**src/common/timer16_map.svh**
```systemverilog
// register offsets, field positions, reset values and prescaler masks of the 16-bit timer
// assumes a 32-bit APB slave; each printed offset is a word index, byte address = index * 4
// Function
// - Modes 1 to 3 count up and down to a fixed top of 0x00FF, 0x01FF or 0x03FF, load compare at top, overflow at bottom.
// - Mode 4 clears on a match with compare A as top, writes compare at once, overflow at max.
// - Modes 5 to 7 count up only to 0x00FF, 0x01FF or 0x03FF, load compare at bottom, overflow at top.
// - Modes 8 and 9 count up and down to the capture value or compare A, load compare and overflow at bottom.
// - Modes 10 and 11 count up and down to the capture value or compare A, load compare at top, overflow at bottom.
// - Mode 12 clears on a match with the capture value as top, writes compare at once, overflow at max.
// - Modes 14 and 15 count up only to the capture value or compare A, load compare at bottom, overflow at top.
// - The upper two mode bits sit in control B bits 4 and 3 and join the lower pair.
// - The lower two mode bits sit in control A bits 1:0 and form the 4-bit mode with the upper pair.
// - With the filter on, the capture input changes only after four equal samples in a row.
// - Edge select zero captures on a falling edge and one on a rising edge.
// - A capture edge copies the count into the capture register and sets the capture flag.
// - While the capture value is the top, the capture input is ignored.
// - Clock source 000 stops the counter and 001 to 101 divide the core clock by 1, 8, 64, 256 or 1024.
// - Clock source 110 counts falling and 111 rising edges of the external count pin.
`ifndef TIMER16_MAP_SVH
`define TIMER16_MAP_SVH

// word indices
`define TMR_IDX_CTRL_A 8'h80
`define TMR_IDX_CTRL_B 8'h81
`define TMR_IDX_COUNT 8'h84
`define TMR_IDX_CAPTURE 8'h86
`define TMR_IDX_CMP_A 8'h88
`define TMR_IDX_INT_STATUS 8'h90
`define TMR_IDX_INT_MASK 8'h91

// field positions
`define TMR_A_MODE_LO 1:0
`define TMR_B_FILTER_EN 7
`define TMR_B_EDGE_SEL 6
`define TMR_B_MODE_HI 4:3
`define TMR_B_CLK_SEL 2:0
`define TMR_B_WRITE_MASK 8'hdf
`define TMR_INT_OVF 0
`define TMR_INT_CAPT 1
`define TMR_INT_CMPA 2

// reset values
`define TMR_CTRL_RESET 8'h00
`define TMR_WORD_RESET 16'h0000

// fixed tops
`define TMR_TOP_MAX 16'hffff
`define TMR_TOP_8BIT 16'h00ff
`define TMR_TOP_9BIT 16'h01ff
`define TMR_TOP_10BIT 16'h03ff

// prescaler tap masks
`define TMR_PRE_MASK_8 10'h007
`define TMR_PRE_MASK_64 10'h03f
`define TMR_PRE_MASK_256 10'h0ff
`define TMR_PRE_MASK_1024 10'h3ff

// cycles after reset before pin edges count
`define TMR_SETTLE_CYCLES 4'h8

`endif

```
**src/common/timer16_pkg.sv**
```systemverilog
// types shared by the timer: mode decode result and count direction
// assumes timer16_map.svh is included by the users for the numbers
package timer16_pkg;

  typedef enum logic [1:0] {TOP_FIXED, TOP_CAPT, TOP_CMPA} top_src_t;
  typedef enum logic [1:0] {UPD_NOW, UPD_TOP, UPD_BOTTOM} upd_point_t;
  typedef enum logic [1:0] {OVF_MAX, OVF_TOP, OVF_BOTTOM} ovf_point_t;
  typedef enum logic {DIR_UP, DIR_DOWN} dir_t;

  typedef struct packed {
    top_src_t top_src;
    logic [15:0] fixed_top;
    logic dual_slope;
    upd_point_t upd;
    ovf_point_t ovf;
  } mode_cfg_t;

endpackage : timer16_pkg

```
**src/design/timer16_mode_clk.sv**
```systemverilog
// 16-bit timer: mode decode, clock select, capture unit and APB register file
// assumes one core clock, async high reset, pins not synchronous to the core clock
`timescale 1ns/1ns
`include "timer16_map.svh"

module timer16_mode_clk (
  input wire logic CORE_CLK, // core clock, 125 MHz
  input wire logic RESET, // async reset, active high
  input wire logic PSEL, // apb select
  input wire logic PENABLE, // apb access phase
  input wire logic PWRITE, // apb write
  input wire logic [11:0] PADDR, // apb byte address
  input wire logic [31:0] PWDATA, // apb write data
  output logic [31:0] PRDATA, // apb read data
  output logic PREADY, // apb ready, no wait
  output logic PSLVERR, // unmapped address
  input wire logic CAPTURE_INPUT_PIN, // capture pin, asynchronous
  input wire logic EXTERNAL_COUNT_PIN, // external count pin, asynchronous
  output logic [15:0] COUNT_VALUE, // current count
  output logic IRQ // level interrupt
);

  ////////////////////////////////////////////////////////////////////////////
  // functions

  // word index hit on an aligned address
  // misaligned or out-of-window addresses miss, which raises PSLVERR
  function automatic logic idx_hit(input logic [11:0] addr, input logic [7:0] idx);
    idx_hit = (addr[11:10] == 2'h0) && (addr[9:2] == idx) && (addr[1:0] == 2'h0);
  endfunction : idx_hit

  // mode field to counting behaviour
  function automatic timer16_pkg::mode_cfg_t mode_decode(input logic [3:0] mode);
    timer16_pkg::mode_cfg_t c;
    c.top_src = timer16_pkg::TOP_FIXED;
    c.fixed_top = `TMR_TOP_MAX;
    c.dual_slope = 1'b0;
    c.upd = timer16_pkg::UPD_NOW;
    c.ovf = timer16_pkg::OVF_MAX;
    // defaults are plain 16-bit counting; each mode overrides only what differs
    case (mode)
      4'h1, 4'h2, 4'h3: begin
        c.dual_slope = 1'b1;
        c.fixed_top = (mode == 4'h1) ? `TMR_TOP_8BIT : (mode == 4'h2) ? `TMR_TOP_9BIT : `TMR_TOP_10BIT;
        c.upd = timer16_pkg::UPD_TOP;
        c.ovf = timer16_pkg::OVF_BOTTOM;
      end
      4'h4: c.top_src = timer16_pkg::TOP_CMPA;
      4'h5, 4'h6, 4'h7: begin
        c.fixed_top = (mode == 4'h5) ? `TMR_TOP_8BIT : (mode == 4'h6) ? `TMR_TOP_9BIT : `TMR_TOP_10BIT;
        c.upd = timer16_pkg::UPD_BOTTOM;
        c.ovf = timer16_pkg::OVF_TOP;
      end
      4'h8, 4'h9: begin
        c.top_src = mode[0] ? timer16_pkg::TOP_CMPA : timer16_pkg::TOP_CAPT;
        c.dual_slope = 1'b1;
        c.upd = timer16_pkg::UPD_BOTTOM;
        c.ovf = timer16_pkg::OVF_BOTTOM;
      end
      4'ha, 4'hb: begin
        c.top_src = mode[0] ? timer16_pkg::TOP_CMPA : timer16_pkg::TOP_CAPT;
        c.dual_slope = 1'b1;
        c.upd = timer16_pkg::UPD_TOP;
        c.ovf = timer16_pkg::OVF_BOTTOM;
      end
      4'hc: c.top_src = timer16_pkg::TOP_CAPT;
      4'he, 4'hf: begin
        c.top_src = mode[0] ? timer16_pkg::TOP_CMPA : timer16_pkg::TOP_CAPT;
        c.upd = timer16_pkg::UPD_BOTTOM;
        c.ovf = timer16_pkg::OVF_TOP;
      end
      // reserved 13 falls back to normal counting
      default: c.dual_slope = 1'b0;
    endcase
    mode_decode = c;
  endfunction : mode_decode

  ////////////////////////////////////////////////////////////////////////////
  // registers and state

  logic [7:0] ctrl_a;
  logic [7:0] ctrl_b;
  logic [15:0] count;
  logic [15:0] capture_value_reg;
  logic [15:0] cmp_buf;
  logic [15:0] compare_a_value;
  logic [2:0] int_status;
  logic [2:0] int_mask;
  timer16_pkg::dir_t dir;
  // prescaler is cleared only by reset, so a divided tick may come up to one period after selection
  logic [9:0] pre;
  logic cap_s1, cap_s2, cnt_s1, cnt_s2, cnt_prev;
  logic [3:0] cap_hist;
  logic cap_filt, cap_prev;

  ////////////////////////////////////////////////////////////////////////////
  // decode

  wire [3:0] waveform_mode_sel = {ctrl_b[`TMR_B_MODE_HI], ctrl_a[`TMR_A_MODE_LO]};
  wire [2:0] clock_source_sel = ctrl_b[`TMR_B_CLK_SEL];
  wire capture_filter_en = ctrl_b[`TMR_B_FILTER_EN];
  wire capture_edge_sel = ctrl_b[`TMR_B_EDGE_SEL];
  timer16_pkg::mode_cfg_t cfg;
  assign cfg = mode_decode(waveform_mode_sel);

  wire [15:0] top = (cfg.top_src == timer16_pkg::TOP_CAPT) ? capture_value_reg :
                    (cfg.top_src == timer16_pkg::TOP_CMPA) ? compare_a_value : cfg.fixed_top;

  // apb decode
  wire acc = PSEL && PENABLE;
  wire setup = PSEL && !PENABLE;
  wire hit_a = idx_hit(PADDR, `TMR_IDX_CTRL_A);
  wire hit_b = idx_hit(PADDR, `TMR_IDX_CTRL_B);
  wire hit_cnt = idx_hit(PADDR, `TMR_IDX_COUNT);
  wire hit_cap = idx_hit(PADDR, `TMR_IDX_CAPTURE);
  wire hit_cmp = idx_hit(PADDR, `TMR_IDX_CMP_A);
  wire hit_ist = idx_hit(PADDR, `TMR_IDX_INT_STATUS);
  wire hit_imk = idx_hit(PADDR, `TMR_IDX_INT_MASK);
  wire hit_any = hit_a || hit_b || hit_cnt || hit_cap || hit_cmp || hit_ist || hit_imk;
  wire wr = acc && PWRITE;
  wire wr_cnt = wr && hit_cnt;
  wire wr_cmp = wr && hit_cmp;

  // every register answers in its access cycle: no wait states
  assign PREADY = 1'b1;
  assign PSLVERR = acc && !hit_any;

  // read mux, bit 5 of control B is never stored so reads zero
  wire [31:0] rd_mux = hit_a ? {24'h000000, ctrl_a} :
                       hit_b ? {24'h000000, ctrl_b} :
                       hit_cnt ? {16'h0000, count} :
                       hit_cap ? {16'h0000, capture_value_reg} :
                       hit_cmp ? {16'h0000, cmp_buf} :
                       hit_ist ? {29'h00000000, int_status} :
                       hit_imk ? {29'h00000000, int_mask} : 32'h00000000;

  ////////////////////////////////////////////////////////////////////////////
  // edge arming after reset

  // a pin may idle high while its sampling flops reset low, which looks like an edge;
  // pin edges stay ignored until the synchronisers, the filter and the edge flops
  // all hold real pin samples
  logic [3:0] settle;
  wire armed = (settle == `TMR_SETTLE_CYCLES);
  always_ff @(posedge CORE_CLK or posedge RESET) begin
    if (RESET) begin
      settle <= 4'h0;
    end else if (!armed) begin
      settle <= 4'(settle + 4'h1);
    end
  end

  ////////////////////////////////////////////////////////////////////////////
  // clock select

  // taps from one free-running prescaler, so divided ticks stay phase related
  // the count pin is sampled, so each level must last over one core cycle
  wire ext_fall = armed && cnt_prev && !cnt_s2;
  wire ext_rise = armed && !cnt_prev && cnt_s2;
  logic tick;
  always_comb begin
    case (clock_source_sel)
      3'h0: tick = 1'b0;
      3'h1: tick = 1'b1;
      3'h2: tick = (pre & `TMR_PRE_MASK_8) == `TMR_PRE_MASK_8;
      3'h3: tick = (pre & `TMR_PRE_MASK_64) == `TMR_PRE_MASK_64;
      3'h4: tick = (pre & `TMR_PRE_MASK_256) == `TMR_PRE_MASK_256;
      3'h5: tick = (pre & `TMR_PRE_MASK_1024) == `TMR_PRE_MASK_1024;
      3'h6: tick = ext_fall;
      default: tick = ext_rise;
    endcase
  end

  ////////////////////////////////////////////////////////////////////////////
  // counter sequence

  wire at_top = (count == top);
  wire at_bottom = (count == 16'h0000);
  wire at_max = (count == `TMR_TOP_MAX);
  wire top_evt = tick && at_top;
  wire bottom_evt = tick && at_bottom;
  wire ovf_evt = (cfg.ovf == timer16_pkg::OVF_TOP) ? top_evt :
                 (cfg.ovf == timer16_pkg::OVF_BOTTOM) ? bottom_evt : (tick && at_max);
  wire upd_evt = (cfg.upd == timer16_pkg::UPD_TOP) ? top_evt :
                 (cfg.upd == timer16_pkg::UPD_BOTTOM) ? bottom_evt : 1'b1;
  wire cmpa_evt = tick && (count == compare_a_value);

  // a software write wins over a tick, so the written value is exact
  // single slope restarts when above top, so a lowered top never runs to max
  logic [15:0] next_count;
  timer16_pkg::dir_t next_dir;
  always_comb begin
    next_count = count;
    next_dir = dir;
    if (wr_cnt) begin
      next_count = PWDATA[15:0];
    end else if (tick && !cfg.dual_slope) begin
      next_count = (count >= top) ? 16'h0000 : 16'(count + 16'h0001);
      next_dir = timer16_pkg::DIR_UP;
    end else if (tick) begin
      case (dir)
        timer16_pkg::DIR_UP: begin
          if (count >= top && !at_bottom) begin
            next_count = 16'(count - 16'h0001);
            next_dir = timer16_pkg::DIR_DOWN;
          end else begin
            next_count = 16'(count + 16'h0001);
          end
        end
        timer16_pkg::DIR_DOWN: begin
          if (at_bottom) begin
            next_count = 16'(count + 16'h0001);
            next_dir = timer16_pkg::DIR_UP;
          end else begin
            next_count = 16'(count - 16'h0001);
          end
        end
        default: next_dir = timer16_pkg::DIR_UP;
      endcase
    end
  end

  // count and direction
  always_ff @(posedge CORE_CLK or posedge RESET) begin
    if (RESET) begin
      count <= `TMR_WORD_RESET;
      dir <= timer16_pkg::DIR_UP;
      pre <= 10'h000;
    end else begin
      count <= next_count;
      dir <= next_dir;
      pre <= 10'(pre + 10'h001);
    end
  end

  ////////////////////////////////////////////////////////////////////////////
  // compare buffer

  // the active compare follows the buffer only at the mode's update point
  // limitation: a read of compare A returns the buffer, not the value in use
  always_ff @(posedge CORE_CLK or posedge RESET) begin
    if (RESET) begin
      cmp_buf <= `TMR_WORD_RESET;
      compare_a_value <= `TMR_WORD_RESET;
    end else begin
      if (wr_cmp) begin
        cmp_buf <= PWDATA[15:0];
      end
      if (cfg.upd == timer16_pkg::UPD_NOW && wr_cmp) begin
        compare_a_value <= PWDATA[15:0];
      end else if (upd_evt) begin
        compare_a_value <= cmp_buf;
      end
    end
  end

  ////////////////////////////////////////////////////////////////////////////
  // pin synchronisers and capture filter

  always_ff @(posedge CORE_CLK or posedge RESET) begin
    if (RESET) begin
      cap_s1 <= 1'b0;
      cap_s2 <= 1'b0;
      cnt_s1 <= 1'b0;
      cnt_s2 <= 1'b0;
      cnt_prev <= 1'b0;
    end else begin
      cap_s1 <= CAPTURE_INPUT_PIN;
      cap_s2 <= cap_s1;
      cnt_s1 <= EXTERNAL_COUNT_PIN;
      cnt_s2 <= cnt_s1;
      cnt_prev <= cnt_s2;
    end
  end

  // filter output moves only on four equal samples in a row
  // the history shifts even with the filter off, so turning it on gives no false edge
  wire cap_in = capture_filter_en ? cap_filt : cap_s2;
  wire cap_edge = capture_edge_sel ? (!cap_prev && cap_in) : (cap_prev && !cap_in);
  wire capt_evt = armed && cap_edge && (cfg.top_src != timer16_pkg::TOP_CAPT);
  always_ff @(posedge CORE_CLK or posedge RESET) begin
    if (RESET) begin
      cap_hist <= 4'h0;
      cap_filt <= 1'b0;
      cap_prev <= 1'b0;
    end else begin
      cap_hist <= {cap_hist[2:0], cap_s2};
      if (&cap_hist || ~|cap_hist) begin
        cap_filt <= cap_hist[3];
      end
      cap_prev <= cap_in;
    end
  end

  ////////////////////////////////////////////////////////////////////////////
  // control, capture and interrupt registers

  wire [2:0] int_set = {cmpa_evt, capt_evt, ovf_evt};
  wire [2:0] int_clr = (wr && hit_ist) ? PWDATA[2:0] : 3'h0;

  // a set in the clearing cycle wins over the write of one
  // a capture also wins over a software write to the capture register
  always_ff @(posedge CORE_CLK or posedge RESET) begin
    if (RESET) begin
      ctrl_a <= `TMR_CTRL_RESET;
      ctrl_b <= `TMR_CTRL_RESET;
      capture_value_reg <= `TMR_WORD_RESET;
      int_status <= 3'h0;
      int_mask <= 3'h0;
    end else begin
      if (wr && hit_a) begin
        ctrl_a <= PWDATA[7:0];
      end
      if (wr && hit_b) begin
        ctrl_b <= PWDATA[7:0] & `TMR_B_WRITE_MASK;
      end
      if (capt_evt) begin
        capture_value_reg <= count;
      end else if (wr && hit_cap) begin
        capture_value_reg <= PWDATA[15:0];
      end
      int_status <= (int_status & ~int_clr) | int_set;
      if (wr && hit_imk) begin
        int_mask <= PWDATA[2:0];
      end
    end
  end

  ////////////////////////////////////////////////////////////////////////////
  // outputs

  // read data latched in the setup cycle so PRDATA is a flop in the access phase
  // IRQ uses this cycle's set and clear, so it changes at the same edge as the flags
  always_ff @(posedge CORE_CLK or posedge RESET) begin
    if (RESET) begin
      PRDATA <= 32'h00000000;
      IRQ <= 1'b0;
    end else begin
      if (setup && !PWRITE) begin
        PRDATA <= rd_mux;
      end
      IRQ <= |((int_status & ~int_clr | int_set) & int_mask);
    end
  end

  assign COUNT_VALUE = count;

endmodule : timer16_mode_clk

```
**config.mk**
```make
export PLATFORM = sky130hd
export DESIGN_NAME = timer16_mode_clk
export DESIGN_NICKNAME = d
export VERILOG_FILES = /design/src/common/timer16_pkg.sv /design/src/design/timer16_mode_clk.sv
export VERILOG_INCLUDE_DIRS = /design/src /design/src/common
export SDC_FILE = /design/constraint.sdc
export NUM_CORES = 1
export LEC_CHECK = 0
export ABC_AREA = 1
export BUFFER_PORTS_ARGS = -buffer_cell sky130_fd_sc_hd__buf_4
export CORE_MARGIN = 1
export CORE_UTILIZATION = 53
export DETAILED_ROUTE_END_ITERATION = 16
export PLACE_DENSITY = 0.73
export SKIP_LAST_GASP = 1
export SYNTH_ARGS = -nofsm -noshare
export SYNTH_HDL_FRONTEND = slang
export SYNTH_SLANG_ARGS = --single-unit
```
**constraint.sdc**
```tcl
create_clock -name CORE_CLK -period 3.8 [get_ports CORE_CLK]
set_input_delay 0.19 -clock CORE_CLK [delete_from_list [all_inputs] [get_ports CORE_CLK]]
set_output_delay 0.19 -clock CORE_CLK [all_outputs]
set_load 0.01 [all_outputs]
```
=== Yosys cells after proc, flatten, opt, wreduce, memory -nomap -nowiden ===
Cells that the tools add are included.

* Bits in registers: 144
* Input bits: 51
* Output and inout port bits: 51
* Word-level logic and storage cells: 194

* $add $sub $neg: 4
* Order comparisons: 1
* Eq/ne operators: 42
* Mux-type cells: 42
* Bitwise gates (word level): 6
* Reductions and logical operators: 78

{| class="wikitable"
|+ Operator list
! kind !! count
|-
| 16-bit two-way mux || 17
|-
| 8-bit == test (second input constant) || 8
|-
| 16-bit one-hot mux with 2 select lines || 2
|-
| 1-bit logical AND || 41
|-
| 10-bit two-way mux || 4
|-
| 16-bit == test || 2
|-
| 4-bit == test (second input constant) || 8
|-
| 16-bit by 1-bit adder with 16-bit output (second input constant) || 1
|-
| 16-bit == test (second input constant) || 1
|-
| 4-bit by 3-bit == test with 1-bit output (second input constant) || 4
|-
| 16-bit >= comparator || 1
|-
| 16-bit zero test || 1
|-
| 16-bit by 1-bit subtractor with 16-bit output (second input constant) || 1
|-
| 3-bit == test (second input constant) || 4
|-
| 4-bit one-hot mux with 3 select lines || 1
|-
| 1-bit two-way mux || 11
|-
| 10-bit by 1-bit adder with 10-bit output (second input constant) || 1
|-
| 10-bit == test (second input constant) || 1
|-
| 1-bit zero test || 10
|-
| 5-bit OR reduction || 2
|-
| 3-bit two-way mux || 3
|-
| 3-bit OR reduction || 3
|-
| 4-bit by 2-bit == test with 1-bit output (second input constant) || 2
|-
| 1-bit logical OR || 7
|-
| other kinds (26) || 37
|}

=== Logic depth before layout (Yosys ltp) ===
* Word-level depth: 13
* Mapped depth: 23

=== Worst setup path after synthesis ===
Ideal clock, no wire load.

* Path type: reg-to-reg
* Start: register ctrl_a[0]
* End: register count[13] (netlist: COUNT_VALUE[13])
* Library setup time: 124 ps
* Data arrival time: 2821 ps
* Required time: 3676 ps
* Path slack: 855 ps
* Cell stages (with the launch flop): 21
* Path buffers: 2
* Path through: dfrtp_1 -> buf_2 -> nor2_2 -> inv_1 -> nand3_1 -> o21ai_0 -> nor2_1 -> inv_2 -> o221ai_1 -> inv_1 -> ha_1 -> a21o_1 -> nor2_1 -> o21ai_1 -> nor2_1 -> nand3_1 -> nand3_2 -> buf_6 -> nand2_1 -> o211ai_1 -> nand2_1

* Cells in the longest elaborated chain, start to end: 13
* Elaborated cells on any way between the ends: 41
* Those cells by class: order compare (1); eq/ne (16); mux (16); reduce/logical (8)

{| class="wikitable"
|+ RTL lines
! what !! line !! RTL
|-
| start, declared || timer16_mode_clk.sv:81 || <nowiki>logic [7:0] ctrl_a;</nowiki>
|-
| start signal, assigned || timer16_mode_clk.sv:305 || <nowiki>ctrl_a <= `TMR_CTRL_RESET;</nowiki>
|-
| start signal, assigned || timer16_mode_clk.sv:312 || <nowiki>ctrl_a <= PWDATA[7:0];</nowiki>
|-
| 4-bit == test (tied with other cells) || timer16_mode_clk.sv:41 || <nowiki>case (mode)</nowiki>
|-
| 6-bit OR reduction (no line) or 10-bit two-way mux (tied branches) || -- ||
|-
| 2-bit one-hot mux with 3 select lines or 10-bit two-way mux (tied branches) || -- ||
|-
| 2-bit == test or 16-bit one-hot mux with 2 select lines (tied branches) || timer16_mode_clk.sv:107, timer16_mode_clk.sv:41 ||
|-
| 16-bit two-way mux || timer16_mode_clk.sv:107 || <nowiki>(cfg.top_src == timer16_pkg::TOP_CMPA) ? compare_a_value : cfg.fixed_top;</nowiki>
|-
| 16-bit two-way mux || timer16_mode_clk.sv:106 || <nowiki>wire [15:0] top = (cfg.top_src == timer16_pkg::TOP_CAPT) ? capture_value_reg :</nowiki>
|-
| 16-bit >= comparator || timer16_mode_clk.sv:198, timer16_mode_clk.sv:203 ||
|-
| 1-bit logical AND || timer16_mode_clk.sv:203 || <nowiki>if (count >= top && !at_bottom) begin</nowiki>
|-
| 16-bit two-way mux || timer16_mode_clk.sv:203 ||
|-
| 16-bit one-hot mux with 2 select lines || timer16_mode_clk.sv:201 || <nowiki>case (dir)</nowiki>
|-
| 16-bit two-way mux || timer16_mode_clk.sv:200 || <nowiki>end else if (tick) begin</nowiki>
|-
| 16-bit two-way mux || timer16_mode_clk.sv:197 || <nowiki>end else if (tick && !cfg.dual_slope) begin</nowiki>
|-
| 16-bit two-way mux || timer16_mode_clk.sv:195 || <nowiki>if (wr_cnt) begin</nowiki>
|-
| end signal, assigned || timer16_mode_clk.sv:226 || <nowiki>count <= `TMR_WORD_RESET;</nowiki>
|-
| end signal, assigned || timer16_mode_clk.sv:230 || <nowiki>count <= next_count;</nowiki>
|-
| end, declared || timer16_mode_clk.sv:83 || <nowiki>logic [15:0] count;</nowiki>
|}

Parallel ways exist; a longest one is shown, timed or not. The select of a mux whose other input is x is not followed.
A chain may end at the register's enable or synchronous reset.

=== Worst setup path in the final report ===
* Start: register ctrl_a[0]
* End: register count[10] (netlist: COUNT_VALUE[10])

The elaborated chain is that of the path after synthesis.

==> metrics.md <==
| Metric | Value |
|---|---|
| Status | `finished, final reports clean` |
| Reg clk slew, reported paths | `0.06 ns` |
| CP dominant cell by count | `nand2_1` |
| Synth area leader | `dfrtp_1` |
| DRC | `0` |
| Ant diodes | `0` |
| Area grow syn2layout | `13.98%` |
| Setup CP Type | `reg -> reg` |
| Die height | `126.2 um` |
| FFs w/ async S/R, synth | `1.000` |
| Switch share | `0.2498` |
| Clock Latency Late Sink | `0.43 ns` |
| Clock tree buffer depth | `2` |
| H-Tree Depth | `4` |
| Seq pwr share | `0.440` |
| 1st-iter DRT viols | `639` |
| Core box area | `0.01515 mm2` |
| Vias in the first global route | `7447` |
| Endpoints failing setup | `0` |
| Clk root buf | `clkbuf_16` |
| Worst Hold Class | `in -> reg` |
| Yosys cell types | `49` |
| Nets | `1214` |
| Die width | `126.2 um` |
| Leakage | `4.530 nW` |
| Layout cells sized above 1 | `0.1471` |
| CTS sink cnt | `128` |
| Initial DRT Pass Iterations | `5` |
| Max Freq | `292.2 MHz` |
| Post-layout min period | `3.422 ns` |
| Largest net degree at the start of global routing | `83` |
| Num CTS Buffers | `17` |
| IO buf count | `68` |
| Seq/Total Area, Yosys | `0.3919` |
| Cell area after synthesis | `0.008173 mm2` |
| Placed wire-length estimate | `17720 um` |
| Antenna-violating nets left | `0` |
| Initial Util | `0.5396` |
| Worst-Margin Slew | `1.056 ns` |
| Pwr per Cell Area | `348.8 mW/mm2` |
| Total number of vias | `7787` |
| Net Sw Power | `0.8116 mW` |
| Setup TNS Final | `0 ns` |
| Peak supply drop | `0.3390 mV` |
| Total grt overflow | `0` |
| Worst EP arrival | `3.74 ns` |
| First-pass GRT wire length | `39560 um` |
| Yosys top cell area share | `0.3919` |
| Internal power | `2.437 mW` |
| Pwr Total | `3.249 mW` |
| Ys Warns | `0` |
| Share of the clock period used by the worst path | `0.9005` |
| Top delay family on crit path | `simple AND/OR/NAND/NOR gates` |
| Crit-path cells | `nor2_2 -> inv_1 -> nand3_1 -> buf_4 -> inv_1 -> a221oi_1 -> ha_1 -> nand2_1 -> nor2_1 -> nand2_1 -> o21ai_1 -> nor2_1 -> nand2_1 -> nand2_1 -> nand2_1 -> nand3_1 -> nand3_1 -> nand2_1 -> nand2_1` |
| Commonest cells post-synth | `nand2_1 (255), dfrtp_1 (128), inv_1 (115)` |
| Primary FF master, synth | `dfrtp_1` |
| Placer Congestion | `0.9803` |
| Count of final max-slew check failures | `0` |
| Top-count cell post-synth | `nand2_1` |
| Total Routing Usage GR | `0.3250` |
| Highest net fanout along the worst path | `16` |
| Max-cap violations | `0` |
| Req. time, crit path | `4.12 ns` |
| CTS tree | `done` |
| Worst path bufs/invs | `3` |
| Top post-synthesis cells by area | `dfrtp_1 (39%), nand2_1 (12%), inv_1 (5.3%)` |
| Initial antenna violation count | `0` |
| Yosys reg bits | `128` |
| Wire length per cell | `18.36 um` |
| Max-Slew Margin vs Limit | `0.2962` |
| Cell row count | `45` |
| Endpoint class of the critical path | `flop` |
| Syn_area_per_cell | `7.574 um2` |
| Vias per cell | `5.824` |
| CP max stage cell | `dfrtp_1` |
| Top Ports | `102` |
| Post-synth EDFFs | `0` |
| Die area | `0.01592 mm2` |
| CP peak stage delay | `0.47 ns` |
| Fin. Hold Viols | `0` |
| Clock skew | `0.01105 ns` |
| Combinational power share | `0.087` |
| Syn Inst Count | `1079` |
| Clock power share | `0.473` |
| Routed WL | `24550 um` |
| Critical path startpoint category | `flop` |
==> worst register-to-register path, stage by stage, from the launching register on <==
cell and delay (ns):
dfrtp_1 0.47, nor2_2 0.21, inv_1 0.08, nand3_1 0.10
buf_4 0.24, inv_1 0.07, a221oi_1 0.39, ha_1 0.34
nand2_1 0.08, nor2_1 0.04, nand2_1 0.10, o21ai_1 0.08
nor2_1 0.33, nand2_1 0.22, nand2_1 0.10, nand2_1 0.17
nand3_1 0.12, nand3_1 0.08, nand2_1 0.07, nand2_1 0.05
==> placed cells by master (no fill, tap or decap), drive strengths merged, types with 23 or more instances in the layout <==
master,count
buf,77
dfrtp,128
ha,23
inv,129
nand2,266
nand3,67
nand4,23
nor2,104
nor3,26
o21ai,112
o22ai,39
xor2,27
==> per-stage QoR <==
step	setup slack (ns)	util	hold slack [ns]	cell area (um2)	instances
final	0.3780	0.6150	0.006979	9315	1337
after global routing	-0.006915	0.6150	0.01060	9315	1337
after CTS	0.3977	0.6142	0.0006669	9303	1337
after detailed placement	0.4171	0.5757	0.3021	8720	1305
after global placement	0.4692	0.5757	0.3001	8720	1305
after floorplan	0.1974	-	0.2214	8229	1094
==> metal layers <==
layer,wire length (um),vias up,track usage
met1,10910,3704,0.4417
met2,11110,362,0.5044
li1,-,3660,-
met5,0,-,0
met3,1814,61,0.07137
met4,714,0,0.1311
==> cells by family after synthesis <==
logic type                 after synthesis  synth area share
and+or+nand+nor                        498            0.2782
xor gates and xnor gates                45           0.04822
AOI/OAI and AO/OA                      197            0.1431
adders and majority gates               23           0.03521
DFF                                    128            0.3919
other                                    2         0.0009189
buffers and inverters                  186            0.1024
==> power by group through the flow <==
stage | logic (mW) | clock network, mW | registers, mW
detailed placement | 0.274 | 0 | 1.45
global placement | 0.272 | 0 | 1.45
global route | 0.314 | 1.61 | 1.43
finish | 0.283 | 1.54 | 1.43
floorplan | 0.197 | 0 | 1.44
CTS | 0.279 | 1.55 | 1.43
==> layout make-up <==
cell class / count / area (um2)
clock inverter: 7 / 62.56
inverter: 132 / 501.7
timing repair buffer: 81 / 630.6
sequential: 128 / 3203
clock buffer: 21 / 480.5
tap: 188 / 235.2
multi-input combinational: 780 / 4202
fill: 1381 / 5831
==> path summary, 6_finish.rpt <==
path / start / endpoint / slack, ns / cells past startpoint
max: ctrl_a[0] / COUNT_VALUE[10] / 0.38 / 19
max reg2reg: ctrl_a[0] / COUNT_VALUE[10] / 0.38 / 19
max in group asynchronous: RESET / compare_a_value[2] / 2.96 / 3
min reg2reg: cnt_s1 / cnt_s2 / 0.35 / 0
min: PWDATA[4] / cmp_buf[4] / 0.007 / 3
min in group asynchronous: RESET / pre[7] / 0.02 / 2
==> repair_timing <==
| action | CTS | global route |
|---|---|---|
| buffers inserted | 0 | 0 |
| endpoints found under the hold margin | 4 | 0 |
| hold buffers | 4 | 0 |
| gates resized for setup | 0 | 2 |
| setup endpoints to repair | 0 | 12 |
No activity file was read; power rests on OpenSTA's default activity.
